<file path="src/tafq_pkg.sv">
// Purpose: Shared constants and types for the temperature alarm block.
// Assumes: 12-bit two's complement results in 0.0625 degree steps.
// Notes:   Working and nonvolatile settings share these encodings.
package tafq_pkg;

	// ==========================================================
	// Widths
	localparam int TAFQ_TEMP_W = 12; // Result and limit width
	localparam int TAFQ_CNT_W  = 3;  // Fault counter width
	localparam int TAFQ_PLS_W  = 7;  // Alarm pulse counter width

	// ==========================================================
	// Reset values of working settings before the nonvolatile load, and counter constants
	localparam logic [1:0]             TAFQ_RES_RST  = 2'h0;
	localparam logic [1:0]             TAFQ_QUE_RST  = 2'h0;
	localparam logic                   TAFQ_POL_RST  = 1'h0;
	localparam logic [TAFQ_TEMP_W-1:0] TAFQ_TEMP_RST = 12'h000;
	localparam logic [TAFQ_CNT_W-1:0]  TAFQ_CNT_ZERO = 3'h0;
	localparam logic [TAFQ_CNT_W-1:0]  TAFQ_CNT_ONE  = 3'h1;
	localparam logic [TAFQ_PLS_W-1:0]  TAFQ_PLS_ZERO = 7'h00;
	localparam logic [TAFQ_PLS_W-1:0]  TAFQ_PLS_ONE  = 7'h01;

	// ==========================================================
	// Resolution code to kept result bits: 9, 10, 11, 12 bits
	localparam logic [TAFQ_TEMP_W-1:0] TAFQ_RES_MASK [4] =
		'{12'hff8, 12'hffc, 12'hffe, 12'hfff};

	// Queue code to consecutive faults needed: 1, 2, 4, 6
	localparam logic [TAFQ_CNT_W-1:0] TAFQ_QUEUE_DEPTH [4] =
		'{3'h1, 3'h2, 3'h4, 3'h6};

	// ==========================================================
	// Timing: one-shot interrupt pulse width
	localparam int TAFQ_CLK_NS   = 10;   // Clock period in ns
	localparam int TAFQ_PULSE_NS = 1000; // Least pulse width in ns
	localparam int TAFQ_PULSE_CYC =
		(TAFQ_PULSE_NS + TAFQ_CLK_NS - 1) / TAFQ_CLK_NS;
	localparam logic [TAFQ_PLS_W-1:0] TAFQ_PULSE_CNT =
		TAFQ_PLS_W'(TAFQ_PULSE_CYC);

	// ==========================================================
	// Alarm behaviour selection
	typedef enum logic {
		TAFQ_MODE_CMP = 1'b0, // Comparator behaviour
		TAFQ_MODE_INT = 1'b1  // Interrupt behaviour
	} tafq_mode_t;

endpackage

</file>
<file path="src/tafq_alarm.sv">
// Purpose: Result store, limit compare, fault queue and alarm output.
// Assumes: All inputs come from logic on clk_i; event inputs are pulses.
// Notes:   Nonvolatile settings are loaded one edge after reset release.

module tafq_alarm
(
	input  wire logic                             clk_i,
	input  wire logic                             rst_n_i,
	// Converter result
	input  wire logic                             conv_valid_i,
	input  wire logic [tafq_pkg::TAFQ_TEMP_W-1:0] conv_temp_i,
	input  wire logic                             conv_oneshot_i,
	// Working configuration write
	input  wire logic                             cfg_wr_i,
	input  wire logic                             resolution_sel_hi_i,
	input  wire logic                             resolution_sel_lo_i,
	input  wire logic                             queue_depth_hi_i,
	input  wire logic                             queue_depth_lo_i,
	input  wire logic                             alarm_polarity_i,
	input  wire logic                             alarm_behaviour_sel_i,
	input  wire logic                             power_down_bit_i,
	// Working limit write
	input  wire logic                             lim_wr_i,
	input  wire logic [tafq_pkg::TAFQ_TEMP_W-1:0] upper_limit_i,
	input  wire logic [tafq_pkg::TAFQ_TEMP_W-1:0] lower_limit_i,
	// Nonvolatile copies
	input  wire logic                             nv_resolution_sel_hi_i,
	input  wire logic                             nv_resolution_sel_lo_i,
	input  wire logic                             nv_queue_depth_hi_i,
	input  wire logic                             nv_queue_depth_lo_i,
	input  wire logic                             nv_alarm_polarity_i,
	input  wire logic                             nv_alarm_behaviour_sel_i,
	input  wire logic [tafq_pkg::TAFQ_TEMP_W-1:0] nv_upper_limit_i,
	input  wire logic [tafq_pkg::TAFQ_TEMP_W-1:0] nv_lower_limit_i,
	// Host link events
	input  wire logic                             reg_read_i,
	input  wire logic                             ara_answer_i,
	input  wire logic                             gcall_reset_i,
	// Outputs
	output logic      [tafq_pkg::TAFQ_TEMP_W-1:0] temp_result_o,
	output logic      [tafq_pkg::TAFQ_CNT_W-1:0]  fault_count_o,
	output logic      [1:0]                       resolution_sel_o,
	output logic      [1:0]                       queue_depth_o,
	output logic                                  alarm_polarity_o,
	output logic                                  alarm_behaviour_sel_o,
	output logic                                  power_down_bit_o,
	output logic      [tafq_pkg::TAFQ_TEMP_W-1:0] upper_limit_o,
	output logic      [tafq_pkg::TAFQ_TEMP_W-1:0] lower_limit_o,
	output logic                                  alarm_active_o,
	output logic                                  alarm_o
);
	import tafq_pkg::*;

	// ==========================================================
	// Storage
	logic                   load_req_reg;     // Reload after reset
	logic [1:0]             res_reg;          // Working resolution
	logic [1:0]             que_reg;          // Working queue code
	logic                   pol_reg;          // Working polarity
	tafq_mode_t             mode_reg;         // Working behaviour
	logic                   sd_reg;           // Working shutdown bit
	logic [TAFQ_TEMP_W-1:0] upper_reg;        // Working upper limit
	logic [TAFQ_TEMP_W-1:0] lower_reg;        // Working lower limit
	logic [TAFQ_TEMP_W-1:0] temp_reg;         // Stored result
	logic [TAFQ_CNT_W-1:0]  fault_cnt_reg;    // Consecutive faults
	logic                   alarm_reg;        // Alarm asserted
	logic                   expect_hi_reg;    // Next alarm wants high
	logic [TAFQ_PLS_W-1:0]  pulse_cnt_reg;    // One-shot pulse timer
	logic                   alarm_pin_reg;    // Alarm pin level

	// ==========================================================
	// Combinational terms
	logic                   load;             // Reload this edge
	logic [TAFQ_TEMP_W-1:0] temp_next;        // Masked new result
	logic [TAFQ_CNT_W-1:0]  depth;            // Selected queue depth
	logic                   hi_hit;           // At or above upper
	logic                   lo_hit;           // At or below lower
	logic [TAFQ_CNT_W-1:0]  cnt_inc;          // Saturated increment
	logic [TAFQ_CNT_W-1:0]  fault_cnt_next;   // Counter after result
	logic                   valid_hi;         // Valid high condition
	logic                   valid_lo;         // Valid low condition
	logic                   sd_enter;         // Shutdown entered
	logic                   int_set;          // Interrupt alarm set
	logic                   int_clr;          // Interrupt alarm clear
	logic                   pulse_start;      // One-shot pulse begins
	logic                   pulse_end;        // One-shot pulse ends

	// Reload on reset release or general-call reset
	assign load = load_req_reg || gcall_reset_i;

	// Result compare and fault queue arithmetic
	always_comb begin
		temp_next = conv_temp_i & TAFQ_RES_MASK[res_reg];
		depth     = TAFQ_QUEUE_DEPTH[que_reg];
		hi_hit    = $signed(temp_next) >= $signed(upper_reg);
		lo_hit    = $signed(temp_next) <= $signed(lower_reg);
		if (fault_cnt_reg >= depth) begin
			cnt_inc = depth;
		end else begin
			cnt_inc = fault_cnt_reg + TAFQ_CNT_ONE;
		end
		if (hi_hit || lo_hit) begin
			fault_cnt_next = cnt_inc;
		end else begin
			fault_cnt_next = TAFQ_CNT_ZERO;
		end
	end

	// Valid conditions; a high hit wins if the limits cross
	assign valid_hi = conv_valid_i && hi_hit && (cnt_inc == depth);
	assign valid_lo = conv_valid_i && lo_hit && !hi_hit
		&& (cnt_inc == depth);

	// Shutdown entry is a write turning the bit on
	assign sd_enter = cfg_wr_i && power_down_bit_i && !sd_reg;

	// Interrupt events: only the expected kind sets the alarm
	assign int_set = expect_hi_reg ? valid_hi : valid_lo;
	assign int_clr = reg_read_i || ara_answer_i || sd_enter
		|| pulse_end;
	assign pulse_start = (mode_reg == TAFQ_MODE_INT) && int_set
		&& conv_oneshot_i && sd_reg;
	assign pulse_end = (pulse_cnt_reg == TAFQ_PLS_ONE);

	// ==========================================================
	// Load request: set by reset, used once after release
	always_ff @(posedge clk_i or negedge rst_n_i) begin
		if (!rst_n_i) begin
			load_req_reg <= 1'b1;
		end else begin
			load_req_reg <= 1'b0;
		end
	end

	// Working configuration register
	always_ff @(posedge clk_i or negedge rst_n_i) begin
		if (!rst_n_i) begin
			res_reg  <= TAFQ_RES_RST;
			que_reg  <= TAFQ_QUE_RST;
			pol_reg  <= TAFQ_POL_RST;
			mode_reg <= TAFQ_MODE_CMP;
			sd_reg   <= 1'b0;
		end else if (load) begin
			// Copy nonvolatile settings
			res_reg  <= {nv_resolution_sel_hi_i,
				nv_resolution_sel_lo_i};
			que_reg  <= {nv_queue_depth_hi_i,
				nv_queue_depth_lo_i};
			pol_reg  <= nv_alarm_polarity_i;
			mode_reg <= tafq_mode_t'(nv_alarm_behaviour_sel_i);
			sd_reg   <= 1'b0;
		end else if (cfg_wr_i) begin
			// Host write of the working settings
			res_reg  <= {resolution_sel_hi_i, resolution_sel_lo_i};
			que_reg  <= {queue_depth_hi_i, queue_depth_lo_i};
			pol_reg  <= alarm_polarity_i;
			mode_reg <= tafq_mode_t'(alarm_behaviour_sel_i);
			sd_reg   <= power_down_bit_i;
		end
	end

	// Working limit registers
	always_ff @(posedge clk_i or negedge rst_n_i) begin
		if (!rst_n_i) begin
			upper_reg <= TAFQ_TEMP_RST;
			lower_reg <= TAFQ_TEMP_RST;
		end else if (load) begin
			upper_reg <= nv_upper_limit_i;
			lower_reg <= nv_lower_limit_i;
		end else if (lim_wr_i) begin
			upper_reg <= upper_limit_i;
			lower_reg <= lower_limit_i;
		end
	end

	// Result register, overwritten by each conversion
	always_ff @(posedge clk_i or negedge rst_n_i) begin
		if (!rst_n_i) begin
			temp_reg <= TAFQ_TEMP_RST;
		end else if (conv_valid_i) begin
			temp_reg <= temp_next;
		end
	end

	// Fault counter; shutdown alone never touches it
	always_ff @(posedge clk_i or negedge rst_n_i) begin
		if (!rst_n_i) begin
			fault_cnt_reg <= TAFQ_CNT_ZERO;
		end else if (load) begin
			fault_cnt_reg <= TAFQ_CNT_ZERO;
		end else if (conv_valid_i) begin
			fault_cnt_reg <= fault_cnt_next;
		end
	end

	// Alarm state and high/low alternation
	always_ff @(posedge clk_i or negedge rst_n_i) begin
		if (!rst_n_i) begin
			alarm_reg     <= 1'b0;
			expect_hi_reg <= 1'b1;
		end else if (load) begin
			// General-call reset drops the alarm in either mode
			alarm_reg     <= 1'b0;
			expect_hi_reg <= 1'b1;
		end else if (mode_reg == TAFQ_MODE_CMP) begin
			// Only valid limit conditions move the alarm
			if (valid_hi) begin
				alarm_reg     <= 1'b1;
				expect_hi_reg <= 1'b0;
			end else if (valid_lo) begin
				alarm_reg     <= 1'b0;
				expect_hi_reg <= 1'b1;
			end
		end else begin
			// Interrupt: a set in the clearing cycle wins
			if (int_set) begin
				alarm_reg     <= 1'b1;
				expect_hi_reg <= !expect_hi_reg;
			end else if (int_clr) begin
				alarm_reg <= 1'b0;
			end
		end
	end

	// One-shot pulse timer for interrupt behaviour
	always_ff @(posedge clk_i or negedge rst_n_i) begin
		if (!rst_n_i) begin
			pulse_cnt_reg <= TAFQ_PLS_ZERO;
		end else if (load || mode_reg == TAFQ_MODE_CMP) begin
			pulse_cnt_reg <= TAFQ_PLS_ZERO;
		end else if (pulse_start) begin
			pulse_cnt_reg <= TAFQ_PULSE_CNT;
		end else if (int_clr) begin
			// Any clear stops the timer so it cannot drop a later alarm
			pulse_cnt_reg <= TAFQ_PLS_ZERO;
		end else if (pulse_cnt_reg != TAFQ_PLS_ZERO) begin
			pulse_cnt_reg <= pulse_cnt_reg - TAFQ_PLS_ONE;
		end
	end

	// Alarm pin level after polarity
	always_ff @(posedge clk_i or negedge rst_n_i) begin
		if (!rst_n_i) begin
			alarm_pin_reg <= 1'b1;
		end else begin
			alarm_pin_reg <= pol_reg ? alarm_reg : !alarm_reg;
		end
	end

	// ==========================================================
	// Outputs
	assign temp_result_o         = temp_reg;
	assign fault_count_o         = fault_cnt_reg;
	assign resolution_sel_o      = res_reg;
	assign queue_depth_o         = que_reg;
	assign alarm_polarity_o      = pol_reg;
	assign alarm_behaviour_sel_o = mode_reg;
	assign power_down_bit_o      = sd_reg;
	assign upper_limit_o         = upper_reg;
	assign lower_limit_o         = lower_reg;
	assign alarm_active_o        = alarm_reg;
	assign alarm_o               = alarm_pin_reg;

	// ==========================================================
	// Checks
	localparam int PULSE_MAX = TAFQ_PULSE_CYC + 1; // Pulse bound
endmodule

</file>
<file path="config.mk">
export PLATFORM = sky130hd
export DESIGN_NAME = tafq_alarm
export DESIGN_NICKNAME = d
export VERILOG_FILES = /design/src/tafq_pkg.sv /design/src/tafq_alarm.sv
export SDC_FILE = /design/constraint.sdc
export NUM_CORES = 1
export LEC_CHECK = 0
export BUFFER_PORTS_ARGS = -buffer_cell sky130_fd_sc_hd__buf_2
export CORE_MARGIN = 5
export CORE_UTILIZATION = 40
export DETAILED_ROUTE_END_ITERATION = 10
export PLACE_DENSITY = 0.78
export RECOVER_POWER = 100
export SLEW_MARGIN = 10
export SYNTH_ARGS = -nofsm -noshare
export SYNTH_HDL_FRONTEND = slang
export SYNTH_SLANG_ARGS = --single-unit
</file>
<file path="constraint.sdc">
create_clock -name clk_i -period 6.2 [get_ports clk_i]
set_input_delay 0 -clock clk_i [delete_from_list [all_inputs] [get_ports clk_i]]
set_output_delay 0 -clock clk_i [all_outputs]
set_load 0.03 [all_outputs]
</file>
==> impl_metrics.json, run 1 <==
{
  "grt_max_degree": 66,
  "synth_edf_count": 0,
  "max_clock_freq_mhz": 323,
  "cp.arrival_ns": 2.85,
  "violations": "capacitance limit, slew limit",
  "first_iter_violations": 124,
  "maxCapViolations": 1,
  "ys_seq_area_share_pct": 41.1,
  "post_dp_cell_area_sq_um": 4220,
  "cts_tree": "done",
  "whs_path_depth": 3,
  "postCtsSetupBuffers": 0,
  "place.gp.congestion": 0.880,
  "syn-instance-count": 367,
  "seqCellArea_sq_um": 1430,
  "crit_path_cell_trace": "dlygate4sd3_1 > buf_2 > clkbuf_1",
  "critPathRequiredTime_ns": 5.96,
  "dp_hpwl_mm": 7.39,
  "die_h_um": 103,
  "cp_max_fo": 57,
  "synth-seq-cells": 57,
  "cts_buffer_depth": 2,
  "power_density_nw_per_um2": 206,
  "antenna_found_initial": 0,
  "hold_viol_final": 0,
  "h-tree-depth": 3,
  "critPathSlowestCell": "clkbuf_1",
  "grtUsageMet2_pct": 36.1,
  "grt_busiest_layer": "met2",
  "synth_common_cells": "dfrtp_1, nand2_1, o21ai_0",
  "hold_end": "temp_result_o[0]",
  "syn2layout_area_growth_pct": 43.8,
  "ir_drop_uv": 137,
  "start_kind": "input pin",
  "die_area_sq_um": 10700,
  "r2r_start": "resolution_sel_o[1]",
  "synth.top_cell.area_share_pct": 38.8,
  "dr.pass1.iters": 4,
  "io_pins": 130,
  "dp_slack_ns": 3.52,
  "setup_ws_ns": 3.10,
  "worstSetupPathType": "input pin to asynchronous set/reset pin",
  "via_per_inst": 5.19,
  "finalCriticalPeriod_ns": 3.10,
  "core_sq_um": 8590,
  "num_rows": 34,
  "min_path_type": "input pin to flip-flop",
  "setup_viol": 0,
  "drc": 0,
  "cts_resized": 0,
  "async_flop_share_pct": 100,
  "fin_worst_skew_ns": 0.0124,
  "r2r_end": "pulse_cnt_reg[1]",
  "via_count": 3520,
  "hold_slack_ns": 0.0405,
  "diodes": 0,
  "setup_tns_ns": 0,
  "routedWlPerCell_um": 16.1,
  "clk_pin_slew_worst_paths_ns": 0.06,
  "met1_usage_pct": 24.9,
  "period_share_pct": 49.9,
  "cts-root-buf": "clkbuf_8",
  "synth.most_common_cell": "dfrtp_1",
  "rrSetupSlack_ns": 3.37,
  "nets": 677,
  "min_from": "conv_temp_i[0]",
  "fin_total_pwr_uw": 1030,
  "port_buffers": 129,
  "antenna_left": 0,
  "end_kind": "asynchronous set/reset pin",
  "die_w_um": 103,
  "initial_utilization_pct": 40.5,
  "slew_headroom_pct": -104,
  "grt.met3_usage_pct": 5.63,
  "worst_pin_slew_ns": 3.07,
  "drive_above_1_share_pct": 20.2,
  "grt_overflow": 0,
  "grt_pass1_vias": 3733,
  "yosysTopAreaCell": "dfrtp_1",
  "syn_nets": 479,
  "r2r_cells": 9,
  "multi_input_area_sq_um": 1870,
  "rsz0062_at_grt": "false",
  "syn_area_sq_um": 3480,
  "wirelength_mm": 10.9,
  "avgSynthCellArea_sq_um": 9.49,
  "yosysWarnings": 0,
  "final_max_slew_viol_count": 58,
  "synthTopCellsByArea": "dfrtp_1, ha_1, mux2i_1, nand2_1, o21ai_0",
  "clock_latency_ns": 0.34,
  "cts_buffers": 9,
  "cts.sinks": 57,
  "synth_flop_cell": "dfrtp_1",
  "leakage_uw": 0.00244,
  "synthDistinctLibCells": 50,
  "status": "finished with violations",
  "critPathMaxStageDelay_ns": 2.17,
  "grtUsageTotal_pct": 21.4,
  "nFillCells": 758,
  "grt_pass1_wl_mm": 17.8,
  "design_area_sq_um": 5010
}
[stage by stage]
stage,cells,util (%)
global placement,592,49.1
floorplan,367,-
finish,678,58.3
global route,678,58.3
CTS,678,59.2
detailed placement,592,49.1
[where the power goes]
| part | leakage (uW) | switching, uW | internal, uW |
|---|---|---|---|
| clock | 0.0000834 | 150 | 155 |
| sequential | 0.000700 | 26.7 | 401 |
| combinational | 0.00166 | 172 | 125 |
[metal layers]
metal  part of all wire [%]  routed length, um  vias to the layer above
met1                     39               4280                     1665
met2                     50               5410                      128
met3                    6.1                665                       39
li1                       -                  -                     1688
met4                    4.9                531                        0
met5                      0                  0                        -
[cell families after synthesis]
family | share of synthesized area, %
and+or+nand+nor | 15.3
AOI/OAI and AO/OA | 13.3
DFF | 41.1
buffers and inverters | 4.85
muxes | 12.8
adders and majority gates | 10.8
xor gates and xnor gates | 1.76
other | 0.108
[how the worst max path moves through the flow]
stage / from / slack, ns / end
2_1_floorplan: resolution_sel_o[1] / 3.53 / pulse_cnt_reg[6]
6_report: rst_n_i / 3.10 / queue_depth_o[1]
3_3_place_gp: resolution_sel_o[1] / 3.56 / pulse_cnt_reg[1]
3_5_place_dp: resolution_sel_o[1] / 3.52 / pulse_cnt_reg[4]
5_1_grt: rst_n_i / 2.42 / fault_count_o[2]
4_1_cts: resolution_sel_o[1] / 3.50 / pulse_cnt_reg[1]
[critical path, delay by kind of cell]
kind                   cells  cell delay, ns
buffers and inverters      3            2.84
[layout make-up]
type	instances	area share [%]
Inverter	32	2.40
Clock buffer	13	2.97
Clock inverter	3	0.350
Tap cell	108	2.70
Sequential cell	57	28.6
Multi-Input combinational cell	265	37.3
Timing Repair Buffer	200	25.8
[cells in the final DEF (no fill, tap or decap), types with 2 or more instances in the layout]
cell	synthesis	final
inv_1	32	32
clkinv_2	0	2
clkbuf_1	11	52
nor2b_1	4	5
a21o_1	5	5
dfstp_2	3	3
mux2i_1	31	31
ha_1	30	30
nand4_1	6	6
a31oi_1	2	2
clkbuf_8	0	10
mux2_2	12	12
a211oi_1	3	3
nand2b_1	4	4
xnor2_1	6	6
nand3_1	10	10
nor3_1	7	7
o211ai_1	2	3
or3_1	2	2
dlygate4sd3_1	0	70
a21oi_1	16	17
buf_2	0	81
o221ai_1	3	3
nor3b_1	2	2
nand2_1	45	45
o21ai_0	33	33
nor4_1	3	3
dfrtp_1	54	54
nor2_1	14	14
[timing repair]
item / 4_1_cts / 5_1_grt
endpoints found under the hold margin: 94 / 0
hold buffers: 70 / 0
setup endpoints to repair: 0 / 0
Note: power is estimated with default switching activity, not from simulation.
==> inputs of run 2 (changes only) <==
PLACE_DENSITY = 0.81   (was 0.78)
clock period = 2.77 ns   (was 6.2 ns; I/O delays follow)
==> run 2 against run 1 <==
  * Critical path depth up 6
  * Clock-buffer cell count unchanged
  * Largest cell class unchanged
  * First-iteration DRC count up 25%
  * Register-to-register slack worse by 3.3 ns
  * Hold slack better by 0.0081 ns
  * Routed wire length up 6.0%
  * The flow still finishes with violations (capacitance limit, slew limit)
  * Critical endpoint is now pulse_cnt_reg[1]
  * Sequential share of layout area down 0.50 points
  * Sequential power up 120%
  * Cell count up 0.88%
  * Flip-flop and latch count unchanged
==> impl_metrics.json, run 2 (synthesis results as in run 1) <==
{
  "dp_hpwl_mm": 7.60,
  "antenna_found_initial": 1,
  "power_density_nw_per_um2": 475,
  "crit_path_cell_trace": "and2_4 > ha_1 > nor2b_4 > o211ai_2 > a211oi_1 > o311a_1 > or4_4 > a21oi_4 > a2111oi_0",
  "critPathMaxStageDelay_ns": 0.56,
  "first_iter_violations": 155,
  "clk_pin_slew_worst_paths_ns": 0.06,
  "nets": 683,
  "h-tree-depth": 3,
  "core_sq_um": 8590,
  "antenna_left": 0,
  "fin_total_pwr_uw": 2420,
  "status": "finished with violations",
  "maxCapViolations": 1,
  "leakage_uw": 0.00249,
  "grt_pass1_vias": 3829,
  "drc": 0,
  "io_pins": 130,
  "num_rows": 34,
  "initial_utilization_pct": 40.5,
  "syn2layout_area_growth_pct": 46.4,
  "end_kind": "flip-flop",
  "layoutNonFillerInstCount": 684,
  "slew_headroom_pct": -42.5,
  "cts_tree": "done",
  "cts_buffers": 9,
  "wirelength_mm": 11.5,
  "place_inst": 597,
  "grt_pass1_wl_mm": 18.2,
  "nFillCells": 718,
  "grtUsageTotal_pct": 22.4,
  "diodes": 0,
  "die_w_um": 103,
  "place.gp.congestion": 0.848,
  "routedWlPerCell_um": 16.9,
  "cp_max_fo": 5,
  "worstSetupPathType": "flip-flop to flip-flop",
  "start_kind": "flip-flop",
  "critPathRequiredTime_ns": 2.98,
  "via_per_inst": 5.31,
  "period_share_pct": 96.2,
  "setup_ws_ns": 0.106,
  "cts-root-buf": "clkbuf_8",
  "via_count": 3630,
  "min_path_type": "input pin to flip-flop",
  "dr.pass1.iters": 4,
  "setup_tns_ns": 0,
  "mostFrequentLayoutCells": "buf_2, dlygate4sd3_1, dfrtp_1, clkbuf_1, nand2_1",
  "worst_pin_slew_ns": 2.14,
  "final_common_cell": "buf_2",
  "hold_viol_final": 0,
  "port_buffers": 129,
  "max_clock_freq_mhz": 375,
  "critPathSlowestCell": "or4_4",
  "clock_latency_ns": 0.35,
  "grt_overflow": 0,
  "finalCriticalPeriod_ns": 2.66,
  "drive_above_1_share_pct": 21.4,
  "die_h_um": 103,
  "fin_util_pct": 59.3,
  "cts.sinks": 57,
  "fin_worst_skew_ns": 0.00635,
  "grt_max_degree": 41,
  "rsz0062_at_grt": "false",
  "dp_slack_ns": 0.0544,
  "die_area_sq_um": 10700,
  "cts_buffer_depth": 2,
  "ir_drop_uv": 363,
  "cp.arrival_ns": 2.87,
  "final_max_slew_viol_count": 41,
  "violations": "capacitance limit, slew limit",
  "setup_viol": 0
}
## run 2: changes by cell type in the layout (fill, tap and decap cells not counted), sizes merged
cell         previous run  this run
buf                    81        83
bufinv                  0         1
clkbuf                 62        65
clkinvlp                1         0
dlygate4sd3            70        71
## run 2: worst paths after layout
check / from / endpoint / slack, ns / cells past startpoint
min in group asynchronous: rst_n_i / upper_limit_o[7] / 0.83 / 2
min reg2reg: alarm_active_o / alarm_o / 0.49 / 1
max reg2reg: resolution_sel_o[1] / pulse_cnt_reg[1] / 0.11 / 9
max in group asynchronous: rst_n_i / alarm_o / 0.51 / 3
min: conv_temp_i[1] / temp_result_o[1] / 0.05 / 3
max: resolution_sel_o[1] / pulse_cnt_reg[1] / 0.11 / 9
## run 2: where the power goes
part,internal [uW],switching (uW),leakage [uW],total (uW)
clock,438,330,0.0000974,768
combinational,295,404,0.00169,699
sequential,897,60.6,0.000700,958
total,1630,794,0.00249,2420
## run 2: worst max-delay path, delay by kind of cell, from the launching register on
family	cells	cell delay, ns
simple gates	3	0.89
compound gates	5	0.92
flops	1	0.41
fa+ha+maj	1	0.31
## run 2: layer usage
| metal | wire length (um) | GRT usage, % | part of all wire (%) | vias up |
|---|---|---|---|---|
| met5 | 11 | 0 | 0.095 | - |
| met4 | 426 | 12.5 | 3.7 | 2 |
| met3 | 709 | 4.83 | 6.1 | 40 |
| met2 | 5940 | 39.0 | 51 | 140 |
| met1 | 4450 | 25.4 | 39 | 1742 |
| li1 | - | - | - | 1706 |
## run 2: stage by stage
stage	cell area [sq um]	hold slack, ns
floorplan	3480	-0.296
global placement	4260	0.155
detailed placement	4260	0.175
CTS	5160	0.0541
global route	5100	0.0563
finish	5100	0.0486
## run 2: repair_timing
item                                    CTS  global route
hold buffers                             71             0
resized for setup                         1             2
gates cloned                              0             0
endpoints found under the hold margin    78             0
buffers inserted                          0             0
pin swaps                                 1             2
endpoints found under the setup margin    1             6
## run 2: cell type report
type	count	area (sq um)	share of cell area, %
clock buffer	13	149	2.92
tap	108	135	2.65
clock inverter	3	40.0	0.785
timing repair buffer	206	1330	26.1
multi-input combinational	265	1890	37.1
inverter	32	120	2.36
sequential	57	1430	28.0
